<file path="config.mk">
export PLATFORM = sky130hd
export DESIGN_NAME = led_guard
export DESIGN_NICKNAME = d
export VERILOG_FILES = /design/src/pkg/led_guard_pkg.sv /design/src/rtl/led_guard.sv
export SDC_FILE = /design/constraint.sdc
export NUM_CORES = 1
export LEC_CHECK = 0
export ABC_AREA = 1
export BUFFER_PORTS_ARGS = -buffer_cell sky130_fd_sc_hd__buf_2
export CORE_MARGIN = 3
export CORE_UTILIZATION = 57
export CTS_CLUSTER_SIZE = 14
export DETAILED_ROUTE_END_ITERATION = 16
export HOLD_SLACK_MARGIN = 0.1
export PLACE_DENSITY = 0.79
export SYNTH_ARGS = -nofsm -noshare
export SYNTH_HDL_FRONTEND = slang
export SYNTH_SLANG_ARGS = --single-unit
</file>
<file path="constraint.sdc">
create_clock -name clk_sys_in -period 17.6 [get_ports clk_sys_in]
set_clock_uncertainty 0.1 [all_clocks]
set_input_delay 1.76 -clock clk_sys_in [delete_from_list [all_inputs] [get_ports clk_sys_in]]
set_output_delay 1.76 -clock clk_sys_in [all_outputs]
set_load 0.005 [all_outputs]
</file>
<file path="src/pkg/led_guard_pkg.sv">
/*
 * Shared constants, register map and field carriers of the LED fault and
 * protection controller. Assumes a 32-bit Avalon-MM word-addressed slave.
 */
package led_guard_pkg;

	localparam int CHANNELS   = 16;
	localparam int GROUPS     = 4;
	localparam int HALF_BANK  = 8;
	localparam int ADDR_W     = 3;
	localparam int DATA_W     = 32;
	localparam int CNT_W      = 8;
	localparam int CUR_W      = 3;
	localparam int LAT_W      = 2;
	localparam int PS_W       = 3;

	// Register word indices
	localparam logic [ADDR_W-1:0] REG_CTRL   = 3'h0;
	localparam logic [ADDR_W-1:0] REG_STATUS = 3'h1;
	localparam logic [ADDR_W-1:0] REG_DETECT = 3'h2;
	localparam logic [ADDR_W-1:0] REG_LEAK   = 3'h3;

	// Control field positions
	localparam int CTRL_IDM_BIT = 0;
	localparam int CTRL_CUR_LSB = 1;
	localparam int CTRL_LAT_LSB = 4;
	localparam int CTRL_PS_LSB  = 6;
	localparam int CTRL_BITS    = 9;

	// Status field positions
	localparam int ST_REF_BIT  = 0;
	localparam int ST_WARN_BIT = 1;
	localparam int ST_TERR_BIT = 2;
	localparam int ST_PS_BIT   = 3;
	localparam int ST_IDM_BIT  = 4;
	localparam int ST_TSD_BIT  = 5;

	// Detection field positions
	localparam int DET_OPEN_LSB  = 0;
	localparam int DET_SHORT_LSB = 16;

	// Power-save low-bit codes
	localparam logic [1:0] PS_OFF  = 2'h0;
	localparam logic [1:0] PS_AUTO = 2'h1;
	localparam logic [1:0] PS_ALT  = 2'h2;

	// Reset values
	localparam logic [CUR_W-1:0] CUR_RESET = 3'h0;
	localparam logic [LAT_W-1:0] LAT_RESET = 2'h0;
	localparam logic [PS_W-1:0]  PS_RESET  = 3'h0;

	// Pwm clock counts at which detection results are latched, per code
	localparam logic [CNT_W-1:0] LAT_COUNT_0 = 8'h02;
	localparam logic [CNT_W-1:0] LAT_COUNT_1 = 8'h22;
	localparam logic [CNT_W-1:0] LAT_COUNT_2 = 8'h42;
	localparam logic [CNT_W-1:0] LAT_COUNT_3 = 8'h82;

	// Group stagger delay
	localparam int GROUP_DELAY_NS = 100;
	localparam int CLK_PERIOD_NS  = 50;
	localparam int GROUP_DELAY_CYC =
		(GROUP_DELAY_NS + CLK_PERIOD_NS - 1) / CLK_PERIOD_NS < 1 ? 1 :
		(GROUP_DELAY_NS + CLK_PERIOD_NS - 1) / CLK_PERIOD_NS;

	typedef struct packed {
		logic [PS_W-1:0]  ps_field;
		logic [LAT_W-1:0] latch_timing;
		logic [CUR_W-1:0] current_select;
		logic             idm_enable;
	} ctrl_t;

	typedef struct packed {
		logic tsd_latched;
		logic idm_active;
		logic power_save;
		logic thermal_error;
		logic thermal_warning;
		logic reference_short;
	} status_t;

	typedef struct packed {
		logic serial_clk;
		logic pwm_clk;
		logic load_strobe;
		logic ref_short;
		logic temp_warn;
		logic temp_over;
		logic temp_cool;
	} pin_t;

endpackage

</file>
<file path="src/rtl/led_guard.sv">
/*
 * LED fault detection and protection controller: detection sampling,
 * result latching, power save, reference short, thermal warning and
 * shutdown, and staggered group switching of 16 sinks.
 * Assumes the pwm count logic on clk_sys_in supplies per-channel on
 * levels, a display-period start pulse and a zero-grayscale-write pulse;
 * link pins and comparator levels arrive asynchronously.
 */
`timescale 1ns/1ns

module led_guard
	import led_guard_pkg::*;
#(
	parameter int GROUP_DELAY = GROUP_DELAY_CYC
)
(
	// Clock, reset, enable
	input  wire logic                clk_sys_in,
	input  wire logic                arst_n_in,
	input  wire logic                ce_in,
	// Avalon-MM slave
	input  wire logic [ADDR_W-1:0]   avs_address_in,
	input  wire logic                avs_read_in,
	input  wire logic                avs_write_in,
	input  wire logic [DATA_W-1:0]   avs_writedata_in,
	output logic      [DATA_W-1:0]   avs_readdata_out,
	output logic                     avs_waitrequest_out,
	// Link pins
	input  wire logic                serial_clock_in,
	input  wire logic                pwm_count_clock_in,
	input  wire logic                load_strobe_in,
	// Same-clock pwm logic
	input  wire logic [CHANNELS-1:0] grayscale_on_in,
	input  wire logic                period_start_in,
	input  wire logic                grayscale_zero_write_in,
	input  wire logic                grayscale_load_in,
	// Analog comparators
	input  wire logic [CHANNELS-1:0] open_cmp_in,
	input  wire logic [CHANNELS-1:0] short_cmp_in,
	input  wire logic [CHANNELS-1:0] leak_high_cmp_in,
	input  wire logic                reference_current_pin_short_in,
	input  wire logic                temp_warn_in,
	input  wire logic                temp_over_in,
	input  wire logic                temp_cool_in,
	// Sink drive
	output logic      [CHANNELS-1:0] sink_output_out,
	output logic      [CHANNELS-1:0] detect_sink_out,
	output logic      [CUR_W-1:0]    detection_current_select_out,
	output logic      [CHANNELS-1:0] leak_source_out,
	// Status
	output logic                     power_save_state_out,
	output logic                     reference_short_flag_out,
	output logic                     thermal_warning_flag_out,
	output logic                     thermal_error_flag_out,
	output logic      [CHANNELS-1:0] open_led_flag_out,
	output logic      [CHANNELS-1:0] shorted_led_flag_out,
	output logic      [CHANNELS-1:0] output_leakage_flag_out
);

	localparam int PIN_W  = $bits(pin_t);
	localparam int SYNC_W = PIN_W + 3 * CHANNELS;
	localparam int TAPS   = (GROUPS - 1) * GROUP_DELAY + 1;

	// Reset release
	logic rst_meta;
	logic rst_n;
	always_ff @(posedge clk_sys_in or negedge arst_n_in)
	begin
		if (!arst_n_in)
		begin
			rst_meta <= 1'b0;
			rst_n    <= 1'b0;
		end
		else
		begin
			rst_meta <= 1'b1;
			rst_n    <= rst_meta;
		end
	end

	// Three-stage input synchronisers
	pin_t              pins_raw;
	logic [SYNC_W-1:0] sync_raw;
	logic [SYNC_W-1:0] sync_1;
	logic [SYNC_W-1:0] sync_2;
	logic [SYNC_W-1:0] sync_3;
	logic [SYNC_W-1:0] sync_val;
	logic [SYNC_W-1:0] next_sync_val;

	assign pins_raw = '{serial_clk: serial_clock_in, pwm_clk: pwm_count_clock_in,
		load_strobe: load_strobe_in, ref_short: reference_current_pin_short_in,
		temp_warn: temp_warn_in, temp_over: temp_over_in, temp_cool: temp_cool_in};
	assign sync_raw = {leak_high_cmp_in, short_cmp_in, open_cmp_in, pins_raw};
	assign next_sync_val = (sync_val & (sync_2 ^ sync_3)) | (sync_2 & ~(sync_2 ^ sync_3));

	always_ff @(posedge clk_sys_in or negedge rst_n)
	begin
		if (!rst_n)
		begin
			sync_1   <= '0;
			sync_2   <= '0;
			sync_3   <= '0;
			sync_val <= '0;
		end
		else if (ce_in)
		begin
			sync_1   <= sync_raw;
			sync_2   <= sync_1;
			sync_3   <= sync_2;
			sync_val <= next_sync_val;
		end
	end

	pin_t              pins_now;
	pin_t              pins_old;
	logic [CHANNELS-1:0] open_now;
	logic [CHANNELS-1:0] short_now;
	logic [CHANNELS-1:0] leak_high_now;

	assign pins_now      = pin_t'(sync_val[PIN_W-1:0]);
	assign pins_old      = pin_t'(next_sync_val[PIN_W-1:0]);
	assign open_now      = sync_val[PIN_W +: CHANNELS];
	assign short_now     = sync_val[PIN_W + CHANNELS +: CHANNELS];
	assign leak_high_now = sync_val[PIN_W + 2 * CHANNELS +: CHANNELS];

	// Edge detection on the filtered copy
	wire serial_rise = pins_old.serial_clk & ~pins_now.serial_clk;
	wire pwm_rise    = pins_old.pwm_clk & ~pins_now.pwm_clk;
	wire strobe_rise = pins_old.load_strobe & ~pins_now.load_strobe;
	wire gs_strobe   = strobe_rise & grayscale_load_in;

	// Avalon-MM slave, one wait cycle per access
	ctrl_t             ctrl;
	status_t           status;
	logic              ack;
	logic [DATA_W-1:0] read_mux;

	wire req        = avs_read_in | avs_write_in;
	wire wr_take    = avs_write_in & ack;
	wire sel_ctrl   = avs_address_in == REG_CTRL;
	wire sel_status = avs_address_in == REG_STATUS;
	wire sel_detect = avs_address_in == REG_DETECT;
	wire sel_leak   = avs_address_in == REG_LEAK;

	assign read_mux =
		sel_ctrl   ? DATA_W'({ctrl}) :
		sel_status ? DATA_W'({status}) :
		sel_detect ? {shorted_led_flag_out, open_led_flag_out} :
		sel_leak   ? DATA_W'(output_leakage_flag_out) :
		'0;

	always_ff @(posedge clk_sys_in or negedge rst_n)
	begin
		if (!rst_n)
		begin
			ack                 <= 1'b0;
			avs_waitrequest_out <= 1'b1;
			avs_readdata_out    <= '0;
		end
		else if (ce_in)
		begin
			ack                 <= req & ~ack;
			avs_waitrequest_out <= ~(req & ~ack);
			if (avs_read_in & ~ack)
				avs_readdata_out <= read_mux;
		end
	end

	always_ff @(posedge clk_sys_in or negedge rst_n)
	begin
		if (!rst_n)
			ctrl <= '{ps_field: PS_RESET, latch_timing: LAT_RESET,
				current_select: CUR_RESET, idm_enable: 1'b0};
		else if (ce_in && wr_take && sel_ctrl)
			ctrl <= ctrl_t'(avs_writedata_in[CTRL_BITS-1:0]);
	end

	// Power save
	logic       power_save_state;
	logic       hold_off;
	wire  [1:0] ps_low     = ctrl.ps_field[1:0];
	wire        ps_allowed = ps_low != PS_OFF;
	wire        ps_enter   = grayscale_zero_write_in &
		(ps_low == PS_AUTO || ps_low == PS_ALT);
	wire        ps_exit    = power_save_state & serial_rise & (ps_low == PS_AUTO);

	// Thermal protection and reference short
	logic tsd_latched;
	logic warn_flag;
	logic terr_flag;
	logic ref_flag;

	always_ff @(posedge clk_sys_in or negedge rst_n)
	begin
		if (!rst_n)
		begin
			power_save_state         <= 1'b0;
			hold_off    <= 1'b0;
			tsd_latched <= 1'b0;
			warn_flag   <= 1'b0;
			terr_flag   <= 1'b0;
			ref_flag    <= 1'b0;
		end
		else if (ce_in)
		begin
			power_save_state <= ps_allowed & ~ps_exit & (power_save_state | ps_enter);
			// Outputs wait for a fresh period after exit or shutdown
			if (ps_exit || pins_now.temp_over)
				hold_off <= 1'b1;
			else if (period_start_in && !tsd_latched)
				hold_off <= 1'b0;
			if (pins_now.temp_over)
				tsd_latched <= 1'b1;
			else if (period_start_in && pins_now.temp_cool)
				tsd_latched <= 1'b0;
			// Set wins over clear
			warn_flag <= pins_now.temp_warn |
				(warn_flag & ~gs_strobe);
			terr_flag <= pins_now.temp_over |
				(terr_flag & ~(gs_strobe & pins_now.temp_cool));
			ref_flag  <= pins_now.ref_short;
		end
	end

	wire forced_off = ref_flag | tsd_latched | pins_now.temp_over | power_save_state | hold_off;

	// Pwm clock count within the display period
	logic [CNT_W-1:0] pwm_count;
	logic [CNT_W-1:0] latch_count;
	logic             idm_active;

	assign latch_count =
		ctrl.latch_timing == 2'h0 ? LAT_COUNT_0 :
		ctrl.latch_timing == 2'h1 ? LAT_COUNT_1 :
		ctrl.latch_timing == 2'h2 ? LAT_COUNT_2 :
		LAT_COUNT_3;

	wire count_full = pwm_count == '1;
	wire latch_now  = pwm_rise & ~count_full &
		(pwm_count + CNT_W'(1) == latch_count);
	wire idm_go     = ctrl.idm_enable & ~power_save_state;
	wire idm_start  = idm_go & pwm_rise & (pwm_count == '0);

	always_ff @(posedge clk_sys_in or negedge rst_n)
	begin
		if (!rst_n)
		begin
			pwm_count  <= '0;
			idm_active <= 1'b0;
		end
		else if (ce_in)
		begin
			if (period_start_in)
				pwm_count <= '0;
			else if (pwm_rise && !count_full)
				pwm_count <= pwm_count + CNT_W'(1);
			if (period_start_in || !idm_go || latch_now)
				idm_active <= 1'b0;
			else if (idm_start)
				idm_active <= 1'b1;
		end
	end

	// Result latches; held until the next capture
	logic [CHANNELS-1:0] leak_src;
	wire  [CHANNELS-1:0] sensed_on = grayscale_on_in | {CHANNELS{idm_active}};
	wire  leak_capture = period_start_in & ~ctrl.idm_enable;

	always_ff @(posedge clk_sys_in or negedge rst_n)
	begin
		if (!rst_n)
		begin
			open_led_flag_out       <= '0;
			shorted_led_flag_out    <= '0;
			output_leakage_flag_out <= '0;
		end
		else if (ce_in)
		begin
			if (latch_now && (idm_active || !ctrl.idm_enable))
			begin
				open_led_flag_out    <= open_now & sensed_on;
				shorted_led_flag_out <= short_now & sensed_on;
			end
			if (leak_capture)
				output_leakage_flag_out <= leak_src & ~leak_high_now;
		end
	end

	// Group stagger delay line
	logic [CHANNELS-1:0] tap [TAPS];
	wire  [CHANNELS-1:0] gated_on = grayscale_on_in & {CHANNELS{~forced_off}};

	always_ff @(posedge clk_sys_in or negedge rst_n)
	begin
		if (!rst_n)
		begin
			for (int i = 0; i < TAPS; i++)
				tap[i] <= '0;
		end
		else if (ce_in)
		begin
			tap[0] <= gated_on;
			for (int i = 1; i < TAPS; i++)
				tap[i] <= tap[i-1];
		end
	end

	logic [CHANNELS-1:0] next_sink;
	genvar c;
	generate
		for (c = 0; c < CHANNELS; c++)
		begin : g_ch
			localparam int POS = c % HALF_BANK;
			localparam int GRP = POS < GROUPS ? POS : HALF_BANK - 1 - POS;
			// Forced off acts at once on every group
			assign next_sink[c] = tap[GRP * GROUP_DELAY][c] & ~forced_off;
		end
	endgenerate

	assign leak_src = ~grayscale_on_in & {CHANNELS{~ctrl.idm_enable & ~idm_active & ~power_save_state}};

	always_ff @(posedge clk_sys_in or negedge rst_n)
	begin
		if (!rst_n)
		begin
			sink_output_out              <= '0;
			detect_sink_out              <= '0;
			detection_current_select_out <= CUR_RESET;
			leak_source_out              <= '0;
			power_save_state_out         <= 1'b0;
			reference_short_flag_out     <= 1'b0;
			thermal_warning_flag_out     <= 1'b0;
			thermal_error_flag_out       <= 1'b0;
			status                       <= '0;
		end
		else if (ce_in)
		begin
			sink_output_out              <= next_sink;
			detect_sink_out              <= {CHANNELS{idm_active & ~forced_off}};
			detection_current_select_out <= ctrl.current_select;
			leak_source_out              <= leak_src & {CHANNELS{~forced_off}};
			power_save_state_out         <= power_save_state;
			reference_short_flag_out     <= ref_flag;
			thermal_warning_flag_out     <= warn_flag;
			thermal_error_flag_out       <= terr_flag;
			status <= '{tsd_latched: tsd_latched, idm_active: idm_active,
				power_save: power_save_state, thermal_error: terr_flag,
				thermal_warning: warn_flag, reference_short: ref_flag};
		end
	end

endmodule

</file>
==> flow_summary.toml <==
[outcome]
status = "finished, final reports clean"

[grt]
grt_max_degree = 174
grt_pass1_wl_um = 70390
grt_pass1_vias = 13060
antenna_found_initial = 0
overflow = 0
grt_usage = 0.2642

[die]
die_x_um = 182.0
core_area_mm2 = 0.03011
rows = 63
dieArea_mm2 = 0.03312
die_h_um = 182.0
start_util = 0.5862
ios = 250

[clocking]
ctsResizeCount = 0
clock_sinks = 434
clkTransAtPathRegs_ns = 0.06
cts_setup_buffers = 0
cts_tree = "done"
numCtsBuffers = 44
clk_latency_ns = 0.54
holdBufCountCts = 0
clockBufferDepth = 3
h-tree-depth = 2
clockRootBuffer = "clkbuf_16"

[timing]
hold-worst-slack_ns = 0.1805
setup_violations = 0
grt_setup_unrepaired = "false"
period_share = 0.2335
setup_tns_ns = 0
fmax_ghz = 0.2433
hold_viol = 0
fin_crit_ns = 4.110
slew_violations = 0
worst_pin_slew_ns = 1.163
slew_headroom = 0.2218

[power_and_ir_drop]
vdd_ir_drop_max_mv = 0.06954
p_per_area_mw_per_mm2 = 117.7
p_leak_nw = 10.77
p_total_mw = 2.393

[route]
drt-pass1-iter-count = 5
wl_per_cell_um = 17.25
detail_route.iter0.violations = 1314
drtAntennaViolNets = 0
avgViaCountPerCell = 5.469
dr_total_vias = 13910
drcViolationCount = 0
wirelength_um = 43880

[setup_path]
crit_end = "shorted_led_flag_out[7]"
r2r_start = "rst_n"
critPathLaunch = "ce_in"
start_kind = "primary input"
cp.required_ns = 17.89
setup.worst_path.end_class = "flop"
reg2regPathDepth = 3
r2r_slack_ns = 14.29
arrival_ns = 4.40
r2r_end = "sync_3[25]"
crit_fanout = 118
criticalPathCategory = "primary input to flop"

[placed_design]
gp_congestion = 0.8759
port_buffers = 226
place_inst = 2467
dp_hpwl_um = 29780

[layout]
areaGrowthSynthToFinish_pct = 15.15
final_core_util = 0.6750
antennaDiodeCount = 0
drive_gt1_frac = 0.1792
instances_no_fill = 2544
nets = 2242

[hold_path]
hold_path.class = "flop to asynchronous set/reset pin"

[job]
cap_violations = 0

[yosys]
yosysWarnings = 0
syn_avg_cell_area_um2 = 9.052
synth_nets = 2069
ys_ff_latch = 434
syn_area_mm2 = 0.01765
yosysSeqAreaShare = 0.6153
syn_inst = 1950
ys_types = 39
-- layout by cell type (no fill, tap or decap), types with 2 or more instances in the layout --
| cell | n |
|---|---|
| buf_4 | 11 |
| o21ai_0 | 213 |
| a21oi_1 | 12 |
| dfrtp_1 | 432 |
| buf_2 | 225 |
| ha_1 | 5 |
| clkinv_2 | 5 |
| o31ai_1 | 18 |
| o211ai_1 | 11 |
| clkbuf_8 | 12 |
| nor2_4 | 2 |
| a32o_1 | 9 |
| nand3_2 | 3 |
| clkbuf_1 | 11 |
| nand3_1 | 62 |
| o22ai_1 | 7 |
| mux2_2 | 5 |
| nand2_2 | 31 |
| nor2_1 | 78 |
| nor3_1 | 3 |
| inv_1 | 86 |
| o21ai_2 | 32 |
| clkbuf_16 | 46 |
| a31oi_1 | 2 |
| bufinv_16 | 2 |
| nand2_1 | 810 |
| nand4_1 | 3 |
-- cell usage after synthesis, drive strengths merged --
cell type	n	share of area
nand3	66	0.020
a21oi	12	0.0034
clkinv	1	0.00021
inv	87	0.018
dfrtp	433	0.61
ha	5	0.0035
clkbuf	76	0.016
dfstp	1	0.0015
conb	1	0.00021
nand4	3	0.0011
nor3	4	0.0014
a221oi	1	0.00050
o22ai	7	0.0025
o32ai	1	0.00050
o21ai	245	0.076
a32o	9	0.0051
a31oi	2	0.00071
o31ai	18	0.0077
nor2	82	0.019
buf	35	0.014
o221ai	1	0.00050
o21a	1	0.00043
o211ai	11	0.0047
nand2	841	0.18
mux2	5	0.0032
nor4	2	0.0016
-- report_power, final --
part / internal, mW / switching, mW / leakage (nW)
combinational: 0.0927 / 0.178 / 4.35
sequential: 1.11 / 0.0931 / 5.70
clock: 0.554 / 0.371 / 0.718
-- through the flow --
| step | instance area (um^2) | setup slack [ns] |
|---|---|---|
| 3_5_place_dp | 18870 | 13.06 |
| 2_1_floorplan | 17650 | 4.510 |
| 4_1_cts | 20330 | 13.58 |
| 3_3_place_gp | 18870 | 13.11 |
| 6_report | 20330 | 13.49 |
| 5_1_grt | 20330 | 13.37 |
-- worst max-delay path, stage by stage --
cell and delay, ns:
clkbuf_8 0.47, inv_8 0.36, o21ai_0 0.42, nand3_4 0.80
nand2_2 0.31, o21ai_2 0.08
-- how the worst min path moves through the flow --
stage	to	slack, ns	depth (start not counted)
finish	tap[3]	0.18	0
global route	tap[35]	0.23	0
CTS	tap[35]	0.21	0
detailed placement	tap[3]	0.20	0
global placement	sink_output_out[3]	0.20	0
floorplan	rst_n	0.23	0
-- routing by layer --
metal,global-route usage,part of all wire
met1,0.3842,0.43
met4,0.08349,0.032
met3,0.04908,0.079
met2,0.4089,0.46
met5,0,0
-- logic make-up (layout without fill, tap and decap cells) --
kind of cell / after synthesis / in the layout / synth area share
compound gates: 308 / 308 / 0.1022
fa+ha+maj: 5 / 5 / 0.003544
buf+inv: 199 / 403 / 0.04862
flops: 434 / 434 / 0.6153
mux: 5 / 5 / 0.003189
other cells: 1 / 1 / 0.0002124
simple gates: 998 / 998 / 0.2269
-- area by class of cell --
class                      count  area [um^2]
inverter                      88        337.8
clock inverter                 9        110.1
fill                        2347         9786
multi-input combinational   1317         5938
clock buffer                  68         1344
sequential                   434        10870
tap                          390        488.0
timing repair buffer         238         1242
Power figures use the tool's default switching activity.
